File: config.mk
export PLATFORM = sky130hd
export DESIGN_NAME = tps_selector
export DESIGN_NICKNAME = d
export VERILOG_FILES = /design/src/design/tps_pkg.sv /design/src/design/tps_fifo.sv /design/src/design/tps_rr_arbiter.sv /design/src/design/tps_selector.sv
export SDC_FILE = /design/constraint.sdc
export NUM_CORES = 2
export LEC_CHECK = 0
export BUFFER_PORTS_ARGS = -buffer_cell sky130_fd_sc_hd__buf_2
export CORE_ASPECT_RATIO = 1.4
export CORE_MARGIN = 2
export CORE_UTILIZATION = 40
export CTS_BUF_LIST = sky130_fd_sc_hd__clkbuf_4 sky130_fd_sc_hd__clkbuf_8
export CTS_CLUSTER_SIZE = 14
export DETAILED_ROUTE_END_ITERATION = 8
export PLACE_DENSITY = 0.52
export SLEW_MARGIN = 40
export SYNTH_ARGS = -nofsm -noshare
export SYNTH_HDL_FRONTEND = slang
export SYNTH_SLANG_ARGS = --single-unit
File: constraint.sdc
create_clock -name clock -period 4.4 [get_ports clock]
set_input_delay 0.22 -clock clock [delete_from_list [all_inputs] [get_ports clock]]
set_output_delay 0.22 -clock clock [all_outputs]
set_load 0.1 [all_outputs]
File: src/design/tps_pkg.sv
// Constants and types shared by the tape port selector files
package tps_pkg;

  // ****************************************************************
  // Bus and field layout
  // ****************************************************************
  localparam int ADDR_W      = 17;  // Bit 16 is the control-mode bit
  localparam int WORD_W      = 24;
  localparam int MODE_BIT    = 16;
  localparam int UNIT_HI     = 15;
  localparam int UNIT_LO     = 11;
  localparam int UNIT_W      = 5;
  localparam int TARGET_BIT  = 10;
  localparam int INDEX_HI    = 9;
  localparam int INDEX_W     = 10;
  localparam int NUM_CTRL    = 16;
  localparam int CTRL_IDX_W  = 4;
  localparam int STORE_W     = 1 + 2 * WORD_W;  // Write flag, address, data
  localparam int FIFO_DEPTH  = 32;

  // ****************************************************************
  // Register indexes and reset values
  // ****************************************************************
  localparam logic [INDEX_W-1:0] REG_COMMAND  = 10'h000;  // Normal mode
  localparam logic [INDEX_W-1:0] REG_ADDRESS  = 10'h001;  // Normal mode
  localparam logic [INDEX_W-1:0] CREG_ASSIGN  = 10'h000;  // Control mode
  localparam logic [INDEX_W-1:0] CREG_STATUS  = 10'h001;
  localparam logic [INDEX_W-1:0] CREG_COMMAND = 10'h002;
  localparam logic [INDEX_W-1:0] CREG_ADDRESS = 10'h003;
  localparam logic [NUM_CTRL-1:0] ASSIGN_RESET = 16'h0000;
  localparam logic [WORD_W-1:0]   WORD_RESET   = 24'h000000;
  localparam logic [UNIT_W-1:0]   UNIT_DEFAULT = 5'h02;  // Arbitrary value

  // ****************************************************************
  // Sequencer states
  // ****************************************************************
  typedef enum logic [1:0] {
    ST_SCAN,
    ST_GRANT,
    ST_ACCESS
  } tps_state_type;

endpackage : tps_pkg

File: src/design/tps_fifo.sv
// Store-word FIFO between enabled controller and bus interface
`timescale 1ns/100ps
module tps_fifo #(
  parameter int WIDTH = 49,
  parameter int DEPTH = 32
) (
  input  wire logic             clock,     // System clock
  input  wire logic             reset_n,   // Async reset, active low
  input  wire logic             in_valid,  // Word offered
  output logic                  in_ready,  // Room for a word
  input  wire logic [WIDTH-1:0] in_data,   // Word in
  output logic                  out_valid, // Word available
  input  wire logic             out_ready, // Drain side takes word
  output logic      [WIDTH-1:0] out_data,  // Word out
  output logic                  empty      // No word held
);
  localparam int PW = $clog2(DEPTH);

  logic [WIDTH-1:0] mem [DEPTH];
  logic [PW:0]      wr_ptr;
  logic [PW:0]      rd_ptr;
  wire              push = in_valid && in_ready;
  wire              pop  = out_valid && out_ready;

  // Extra pointer bit tells full from empty
  assign empty     = (wr_ptr == rd_ptr);
  assign in_ready  = !((wr_ptr[PW] != rd_ptr[PW]) && (wr_ptr[PW-1:0] == rd_ptr[PW-1:0]));
  assign out_valid = !empty;
  assign out_data  = mem[rd_ptr[PW-1:0]];

  // Storage has no reset, only pointers do
  always_ff @(posedge clock) begin
    if (push) begin
      mem[wr_ptr[PW-1:0]] <= in_data;
    end
  end

  // Pointer update
  always_ff @(posedge clock or negedge reset_n) begin
    if (!reset_n) begin
      wr_ptr <= '0;
      rd_ptr <= '0;
    end else begin
      if (push) wr_ptr <= wr_ptr + 1'b1;
      if (pop) rd_ptr <= rd_ptr + 1'b1;
    end
  end
endmodule // tps_fifo

File: src/design/tps_rr_arbiter.sv
// Round-robin pick of next requesting controller after the last grant
`timescale 1ns/100ps
module tps_rr_arbiter (
  input  wire logic [tps_pkg::NUM_CTRL-1:0]   req,   // Eligible requests
  input  wire logic [tps_pkg::CTRL_IDX_W-1:0] last,  // Last granted index
  output logic                                found, // Some request present
  output logic      [tps_pkg::CTRL_IDX_W-1:0] pick   // Chosen index
);
  logic [tps_pkg::NUM_CTRL-1:0]   hit;
  logic [tps_pkg::CTRL_IDX_W-1:0] cand [tps_pkg::NUM_CTRL];

  // Candidate i is the (i+1)-th controller after the last one served
  for (genvar i = 0; i < tps_pkg::NUM_CTRL; i++) begin : g_cand
    assign cand[i] = last + tps_pkg::CTRL_IDX_W'(i + 1);
    assign hit[i]  = req[cand[i]];
  end

  // Nearest candidate wins, so nobody is starved
  always_comb begin
    pick = last;
    for (int i = tps_pkg::NUM_CTRL - 1; i >= 0; i--) begin
      if (hit[i]) pick = cand[i];
    end
  end
  assign found = |req;
endmodule // tps_rr_arbiter

File: src/design/tps_selector.sv
// Tape port selector: auxiliary bus slave, controller poller, reload relay
`timescale 1ns/100ps
module tps_selector #(
  parameter logic [tps_pkg::UNIT_W-1:0] UNIT_CODE = tps_pkg::UNIT_DEFAULT  // Arbitrary value
) (
  input  wire logic                                clock,            // 250 MHz clock
  input  wire logic                                reset_n,          // Async reset, low
  // Auxiliary unit bus, central control accesses
  input  wire logic                                aub_req,          // Access held till ack
  input  wire logic                                aub_write,        // 1 write, 0 read
  input  wire logic [tps_pkg::ADDR_W-1:0]          aub_address,      // Mode, unit, target, index
  input  wire logic [tps_pkg::WORD_W-1:0]          aub_wdata,        // Write word
  output logic                                     aub_ack,          // One-cycle answer
  output logic      [tps_pkg::WORD_W-1:0]          aub_rdata,        // Read word
  // Auxiliary unit bus, store accesses toward bus interface
  output logic                                     sto_valid,        // Store word pending
  input  wire logic                                sto_ready,        // Bus interface takes it
  output logic                                     sto_write,        // Store write order
  output logic      [tps_pkg::WORD_W-1:0]          sto_address,      // Store address
  output logic      [tps_pkg::WORD_W-1:0]          sto_wdata,        // Store write data
  input  wire logic                                sto_reply_valid,  // Read word returned
  input  wire logic [tps_pkg::WORD_W-1:0]          sto_reply_data,   // Returned word
  output logic                                     interject_req,    // Relayed interject
  // Tape drive controller community
  input  wire logic [tps_pkg::NUM_CTRL-1:0]        tdc_store_req,    // Store access wanted
  input  wire logic [tps_pkg::NUM_CTRL-1:0]        tdc_interject,    // Interject requests
  input  wire logic [tps_pkg::NUM_CTRL-1:0]        tdc_error,        // Transfer error seen
  input  wire logic [tps_pkg::NUM_CTRL-1:0]        tdc_reload_ready, // Reload tape and role
  input  wire logic [tps_pkg::NUM_CTRL-1:0]        tdc_reload_run,   // Reload under way
  output logic      [tps_pkg::NUM_CTRL-1:0]        tdc_enable,       // One-hot store grant
  input  wire logic                                tdc_word_valid,   // Enabled ctrl word
  output logic                                     tdc_word_ready,   // Word accepted
  input  wire logic                                tdc_word_write,   // Word store order
  input  wire logic [tps_pkg::WORD_W-1:0]          tdc_word_addr,    // Word store address
  input  wire logic [tps_pkg::WORD_W-1:0]          tdc_word_data,    // Word write data
  output logic                                     tdc_reply_valid,  // Read word to ctrl
  output logic      [tps_pkg::WORD_W-1:0]          tdc_reply_data,   // Read word
  output logic                                     tdc_cmd_valid,    // Command handoff
  output logic      [tps_pkg::CTRL_IDX_W-1:0]      tdc_cmd_target,   // Addressed controller
  output logic      [tps_pkg::WORD_W-1:0]          tdc_cmd_word,     // Command register
  output logic      [tps_pkg::WORD_W-1:0]          tdc_cmd_addr,     // Address register
  output logic                                     reload_broadcast, // Reload to all ctrls
  // Maintenance logic
  input  wire logic                                reload_request,   // Reload demanded
  input  wire logic                                side_active,      // Our bus side active
  output logic                                     ready_for_reload, // Reload ready
  output logic                                     reload_active,    // Reload started
  output logic                                     reload_error      // Error during reload
);

  // ****************************************************************
  // Address decode
  // ****************************************************************
  // The unit code is a parameter, so no bus write can ever reach it
  wire [tps_pkg::UNIT_W-1:0]     unit_field   = aub_address[tps_pkg::UNIT_HI:tps_pkg::UNIT_LO];
  wire                           unit_match   = (unit_field == UNIT_CODE);
  wire                           control_mode = aub_address[tps_pkg::MODE_BIT];
  wire                           to_ctrl      = aub_address[tps_pkg::TARGET_BIT];
  wire [tps_pkg::INDEX_W-1:0]    index        = aub_address[tps_pkg::INDEX_HI:0];
  wire [tps_pkg::CTRL_IDX_W-1:0] ctrl_index   = index[tps_pkg::CTRL_IDX_W-1:0];

  tps_pkg::tps_state_type        state;
  tps_pkg::tps_state_type        next_state;
  logic [tps_pkg::NUM_CTRL-1:0]  assign_set;
  logic [tps_pkg::WORD_W-1:0]    command_reg;
  logic [tps_pkg::WORD_W-1:0]    address_reg;
  logic [tps_pkg::CTRL_IDX_W-1:0] grant_idx;
  logic [tps_pkg::CTRL_IDX_W-1:0] last_idx;
  wire                            fifo_empty;

  // A hit is only taken while scanning, between controller grants
  wire cc_hit     = aub_req && unit_match && (state == tps_pkg::ST_SCAN);
  wire cc_write   = cc_hit && aub_write;
  wire norm_reg   = !control_mode && !to_ctrl;
  wire ctrl_reg   = control_mode && !to_ctrl;
  wire forward_go = cc_write && !control_mode && to_ctrl;

  // ****************************************************************
  // Controller eligibility and arbitration
  // ****************************************************************
  // Requests from controllers owned by the other selector are invisible
  wire [tps_pkg::NUM_CTRL-1:0] eligible = tdc_store_req & assign_set;
  wire                         arb_found;
  wire [tps_pkg::CTRL_IDX_W-1:0] arb_pick;

  tps_rr_arbiter u_arbiter (
    .req   (eligible),
    .last  (last_idx),
    .found (arb_found),
    .pick  (arb_pick)
  );

  wire grant_done = !eligible[grant_idx] || (tdc_error[grant_idx] && !reload_active);
  wire start_grant = !cc_hit && arb_found && !(aub_req && unit_match && control_mode);

  // ****************************************************************
  // Sequencer
  // ****************************************************************
  // Central control wins a scan slot; grants and accesses both return to scan
  always_comb begin
    next_state = state;
    case (state)
      tps_pkg::ST_SCAN: begin
        if (cc_hit) begin
          next_state = tps_pkg::ST_ACCESS;
        end else if (start_grant) begin
          next_state = tps_pkg::ST_GRANT;
        end
      end
      tps_pkg::ST_GRANT: begin
        if (grant_done) next_state = tps_pkg::ST_SCAN;
      end
      tps_pkg::ST_ACCESS: next_state = tps_pkg::ST_SCAN;
      default: next_state = tps_pkg::ST_SCAN;
    endcase
  end

  // State and grant bookkeeping
  always_ff @(posedge clock or negedge reset_n) begin
    if (!reset_n) begin
      state     <= tps_pkg::ST_SCAN;
      grant_idx <= '0;
      last_idx  <= '1;
    end else begin
      state <= next_state;
      if (state == tps_pkg::ST_SCAN && !cc_hit && start_grant) grant_idx <= arb_pick;
      if (state == tps_pkg::ST_GRANT && grant_done) last_idx <= grant_idx;
    end
  end

  // One-hot enable, only ever one controller at a time
  wire [tps_pkg::CTRL_IDX_W-1:0] enable_idx = (state == tps_pkg::ST_GRANT) ? grant_idx : arb_pick;
  always_ff @(posedge clock or negedge reset_n) begin
    if (!reset_n) begin
      tdc_enable <= '0;
    end else if (next_state == tps_pkg::ST_GRANT) begin
      tdc_enable <= tps_pkg::NUM_CTRL'(1) << enable_idx;
    end else begin
      tdc_enable <= '0;
    end
  end

  // ****************************************************************
  // Register file and central control answers
  // ****************************************************************
  // Both register views share the same two command words
  always_ff @(posedge clock or negedge reset_n) begin
    if (!reset_n) begin
      assign_set  <= tps_pkg::ASSIGN_RESET;
      command_reg <= tps_pkg::WORD_RESET;
      address_reg <= tps_pkg::WORD_RESET;
    end else if (cc_write) begin
      if ((norm_reg && index == tps_pkg::REG_COMMAND) ||
          (ctrl_reg && index == tps_pkg::CREG_COMMAND)) command_reg <= aub_wdata;
      if ((norm_reg && index == tps_pkg::REG_ADDRESS) ||
          (ctrl_reg && index == tps_pkg::CREG_ADDRESS)) address_reg <= aub_wdata;
      if (ctrl_reg && index == tps_pkg::CREG_ASSIGN) begin
        assign_set <= aub_wdata[tps_pkg::NUM_CTRL-1:0];
      end
    end
  end

  // Status word seen through the control-mode view
  wire [tps_pkg::WORD_W-1:0] status_word = {14'h0000, reload_error, reload_active,
                                            ready_for_reload, interject_req,
                                            (state == tps_pkg::ST_GRANT), fifo_empty,
                                            grant_idx};

  // Read multiplexer; unmapped indexes and controller reads give zero
  logic [tps_pkg::WORD_W-1:0] read_word;
  always_comb begin
    read_word = '0;
    if (norm_reg && index == tps_pkg::REG_COMMAND) read_word = command_reg;
    if (norm_reg && index == tps_pkg::REG_ADDRESS) read_word = address_reg;
    if (ctrl_reg && index == tps_pkg::CREG_ASSIGN) read_word = {8'h00, assign_set};
    if (ctrl_reg && index == tps_pkg::CREG_STATUS) read_word = status_word;
    if (ctrl_reg && index == tps_pkg::CREG_COMMAND) read_word = command_reg;
    if (ctrl_reg && index == tps_pkg::CREG_ADDRESS) read_word = address_reg;
  end

  // Answer one cycle after the access is taken
  always_ff @(posedge clock or negedge reset_n) begin
    if (!reset_n) begin
      aub_ack   <= 1'b0;
      aub_rdata <= '0;
    end else begin
      aub_ack <= cc_hit;
      if (cc_hit && !aub_write) aub_rdata <= read_word;
    end
  end

  // Command handoff; afterwards the selector is free for others
  always_ff @(posedge clock or negedge reset_n) begin
    if (!reset_n) begin
      tdc_cmd_valid  <= 1'b0;
      tdc_cmd_target <= '0;
      tdc_cmd_word   <= '0;
      tdc_cmd_addr   <= '0;
    end else begin
      tdc_cmd_valid <= forward_go;
      if (forward_go) begin
        tdc_cmd_target <= ctrl_index;
        tdc_cmd_word   <= command_reg;
        tdc_cmd_addr   <= address_reg;
      end
    end
  end

  // ****************************************************************
  // Store word path
  // ****************************************************************
  // Words pass only from the enabled controller; the FIFO stalls it
  wire                        fifo_in_valid = tdc_word_valid && (state == tps_pkg::ST_GRANT);
  wire                        fifo_in_ready;
  wire [tps_pkg::STORE_W-1:0] fifo_out;

  assign tdc_word_ready = fifo_in_ready && (state == tps_pkg::ST_GRANT);

  tps_fifo #(
    .WIDTH (tps_pkg::STORE_W),
    .DEPTH (tps_pkg::FIFO_DEPTH)
  ) u_fifo (
    .clock     (clock),
    .reset_n   (reset_n),
    .in_valid  (fifo_in_valid),
    .in_ready  (fifo_in_ready),
    .in_data   ({tdc_word_write, tdc_word_addr, tdc_word_data}),
    .out_valid (sto_valid),
    .out_ready (sto_ready),
    .out_data  (fifo_out),
    .empty     (fifo_empty)
  );

  // Field split of the queued store word
  assign sto_write   = fifo_out[tps_pkg::STORE_W-1];
  assign sto_address = fifo_out[2*tps_pkg::WORD_W-1:tps_pkg::WORD_W];
  assign sto_wdata   = fifo_out[tps_pkg::WORD_W-1:0];

  // Read replies go back to the controllers one word at a time
  always_ff @(posedge clock or negedge reset_n) begin
    if (!reset_n) begin
      tdc_reply_valid <= 1'b0;
      tdc_reply_data  <= '0;
    end else begin
      tdc_reply_valid <= sto_reply_valid;
      if (sto_reply_valid) tdc_reply_data <= sto_reply_data;
    end
  end

  // ****************************************************************
  // Interject relay and reload signalling
  // ****************************************************************
  // One bus side only, so no bus-select flip-flops exist here
  always_ff @(posedge clock or negedge reset_n) begin
    if (!reset_n) begin
      interject_req    <= 1'b0;
      ready_for_reload <= 1'b0;
      reload_broadcast <= 1'b0;
    end else begin
      interject_req    <= |(tdc_interject & assign_set);
      ready_for_reload <= |tdc_reload_ready;
      reload_broadcast <= reload_request && side_active;
    end
  end

  // Errors during reload are flagged, never abort the transfer
  always_ff @(posedge clock or negedge reset_n) begin
    if (!reset_n) begin
      reload_active <= 1'b0;
      reload_error  <= 1'b0;
    end else if (!reload_broadcast) begin
      reload_active <= 1'b0;
      reload_error  <= 1'b0;
    end else begin
      if (|tdc_reload_run) reload_active <= 1'b1;
      if (reload_active && |tdc_error) reload_error <= 1'b1;
    end
  end
endmodule // tps_selector

==> reports/qor.yml <==
crit_buf_inv: 3
global_route.usage.met2: 0.366
die_y_um: 501
grtUsageTotal: 0.215
crit_path_max_incr_delay_ns: 0.50
critical_path.max_fanout: 78
clock_latency_ns: 1.02
synth_warnings: 0
clock-sinks: 1778
min_period_ns: 4.12
final.period_utilization: 0.935
synth_nets: 3412
setup_viol: 0
final_util: 0.478
cp-start-kind: "flip-flop"
syn_avg_cell_area_um2: 22.0
synthArstFlopShare: 0.118
endpoint_kind: "primary output"
num_io_pins: 378
slowest_stage: "dfrtp_4"
hold_class: "primary input to flip-flop"
cp_data_arrival_time_ns: 3.90
worst-setup-path-type: "flip-flop to primary output"
finalClockSkew_ns: 0.0660
portBuffers: 377
remaining_drc_errors: 0
hold_viol: 0
antenna_found_initial: 9
required_ns: 4.18
overflow: 0
powerDensity_nw_per_um2: 571
met1_usage: 0.276
drt_pass1_iterations: 8
maxCapViolCount: 0
drive_gt1_frac: 0.412
synthCells: 3197
antenna_left: 0
status: "finished clean"
fillCellCount: 14684
max-vdd-ir-drop_mv: 1.05
dieArea_um2: 180000
coreArea_um2: 175000
multiInputGateArea_um2: 17600
die-width_um: 359
netlist-cell-type-count: 83
power_mw: 47.9
hpwl_um: 108000
rsz0062_at_grt: "no"
syn2layout_area_growth_pct: 19.0
final_nets: 4253
syn_area_um2: 70500
htreeDepth: 5
leakagePower_nw: 28.6
tightest_slew_ns: 0.883
rows: 182
ys.flop_type: "edfxtp_1"
grt_pass1_vias: 38506
slew_viol_final: 0
drt_wl_total_um: 194000
grt-busiest-layer: "met2"
cts_tree: "yes"
grt_max_degree: 92
clock-root-buffer: "clkbuf_8"
grt_pass1_wl_um: 275000
num_vias: 36494
cts.clk_slew.worst_paths_ns: 0.06
ys_ff_latch: 1778
ys_seq_area_frac: 0.743
synth_edf_count: 1568
slew-limit-headroom: 0.410
start_util: 0.402
cts_buffers: 295
cts_buffer_depth: 4
cpMostUsedCell: "mux4_2"
largest_reg_flops: 1568
fmax_ghz: 0.243
cp_cell_sequence: "buf_12 > buf_16 > mux4_2 > mux4_2 > mux2_2 > buf_2"
gp_congestion: 0.873
wire_per_inst_um: 29.7
vias_per_cell: 5.59
drtIter0Drc: 2711
seqCellArea_um2: 52400
crit_family: "multiplexers"
grt_util_met3: 0.0415
## worst register-to-register path, cell delays in order (launching register included)
cell      delay [ns]
dfstp_2         0.76
ha_1            0.37
xor2_1          0.56
mux4_2          0.73
a21oi_2         0.19
o311ai_1        0.14
a311oi_1        0.25
o32ai_1         0.13
buf_4           0.17
mux2_2          0.28
a211o_1         0.29
a21oi_1         0.12
## cells in the mapped netlist, drive strengths merged, types with 16 or more instances
cell type     n  area [um^2]
a21oi        23          130
a22oi        16          120
buf          66          312
clkbuf      108          405
dfrtp       206         5150
edfxtp     1568        47100
mux2        208         2350
mux2i        18          196
mux4        520        11700
nand2        71          267
nand4        19          119
nor2         77          289
nor4         16          100
o21ai        34          170
xnor2        18          176
## path summary, 6_finish.rpt
kind	startpoint	endpoint	slack [ns]	cells past startpoint
worst max-delay path	u_fifo.rd_ptr[1]$_DFFE_PN0P_	sto_address[1]	0.28	6
worst max register to register	last_idx[2]$_DFFE_PN1P_	tdc_enable[4]$_DFF_PN0_	0.35	11
min in group asynchronous	reset_n	last_idx[1]$_DFFE_PN1P_	0.37	3
worst min-delay path	aub_wdata[20]	address_reg[20]$_DFFE_PN0P_	0.11	3
worst min register to register	aub_rdata[13]$_DFFE_PN0P_	aub_rdata[13]$_DFFE_PN0P_	0.47	2
max in group asynchronous	reset_n	u_fifo.rd_ptr[2]$_DFFE_PN0P_	3.41	4
## cell usage in the layout, fill, tap and decap left out, drive strengths merged, types with 34 or more instances in the layout
master / netlist / routed
buf: 66 / 513
clkbuf: 108 / 392
clkinv: 1 / 78
dfrtp: 206 / 206
dlygate4sd3: 0 / 205
edfxtp: 1568 / 1568
mux2: 208 / 208
mux4: 520 / 520
nand2: 71 / 71
nor2: 77 / 77
o21ai: 34 / 34
## routing by layer
| layer | up-vias | share of wire |
|---|---|---|
| met5 | - | 0.000062 |
| met4 | 2 | 0.031 |
| met3 | 342 | 0.057 |
| met2 | 1280 | 0.51 |
| met1 | 19679 | 0.41 |
| li1 | 15191 | - |
## metrics by stage
step	cells	TNS, ns	instance area, um^2	hold WS [ns]	setup slack [ns]
floorplan	3197	-624.41	70500	-0.0756	-0.472
global placement	5825	0	76200	0.281	0.375
detailed placement	5829	0	76300	0.272	0.393
CTS	6520	0	83800	0.0000706	0.135
global route	6524	0	83800	0.0372	0.0641
finish	6526	0	83800	0.111	0.285
## power by group
part,switching [mW],total [mW],internal (mW),leakage (nW)
Sequential,0.124,18.6,18.4,16.9
Clock,6.36,13.7,7.35,2.85
Combinational,9.64,15.6,5.96,8.80
## area by class of cell
type / count / share of cell area
inverter: 15 / 0.000701
multi-input combinational: 1230 / 0.210
timing repair buffer: 718 / 0.0663
antenna: 5 / 0.000149
clock inverter: 88 / 0.00603
tap: 2300 / 0.0343
clock buffer: 392 / 0.0579
sequential: 1778 / 0.625
## timing repair
| item | CTS | global route |
|---|---|---|
| setup buffers | 5 | 0 |
| hold buffers | 206 | 0 |
| gates resized for setup | 1 | 2 |
| pin swaps | 0 | 0 |
| endpoints found under the hold margin | 1925 | 0 |
| endpoints found under the setup margin | 8 | 3 |
## cells by family (layout without fill, tap and decap cells)
family          Yosys count  in the layout  share of synthesized area
buf+inv                 189           1213                     0.0110
flops                  1778           1778                      0.743
mux                     746            746                      0.202
fa+ha+maj                12             12                    0.00213
other cells               0              5                          0
compound gates          181            181                     0.0188
xor+xnor                 29             29                    0.00398
simple gates            262            262                     0.0187
(Power assumes the default switching activity.)
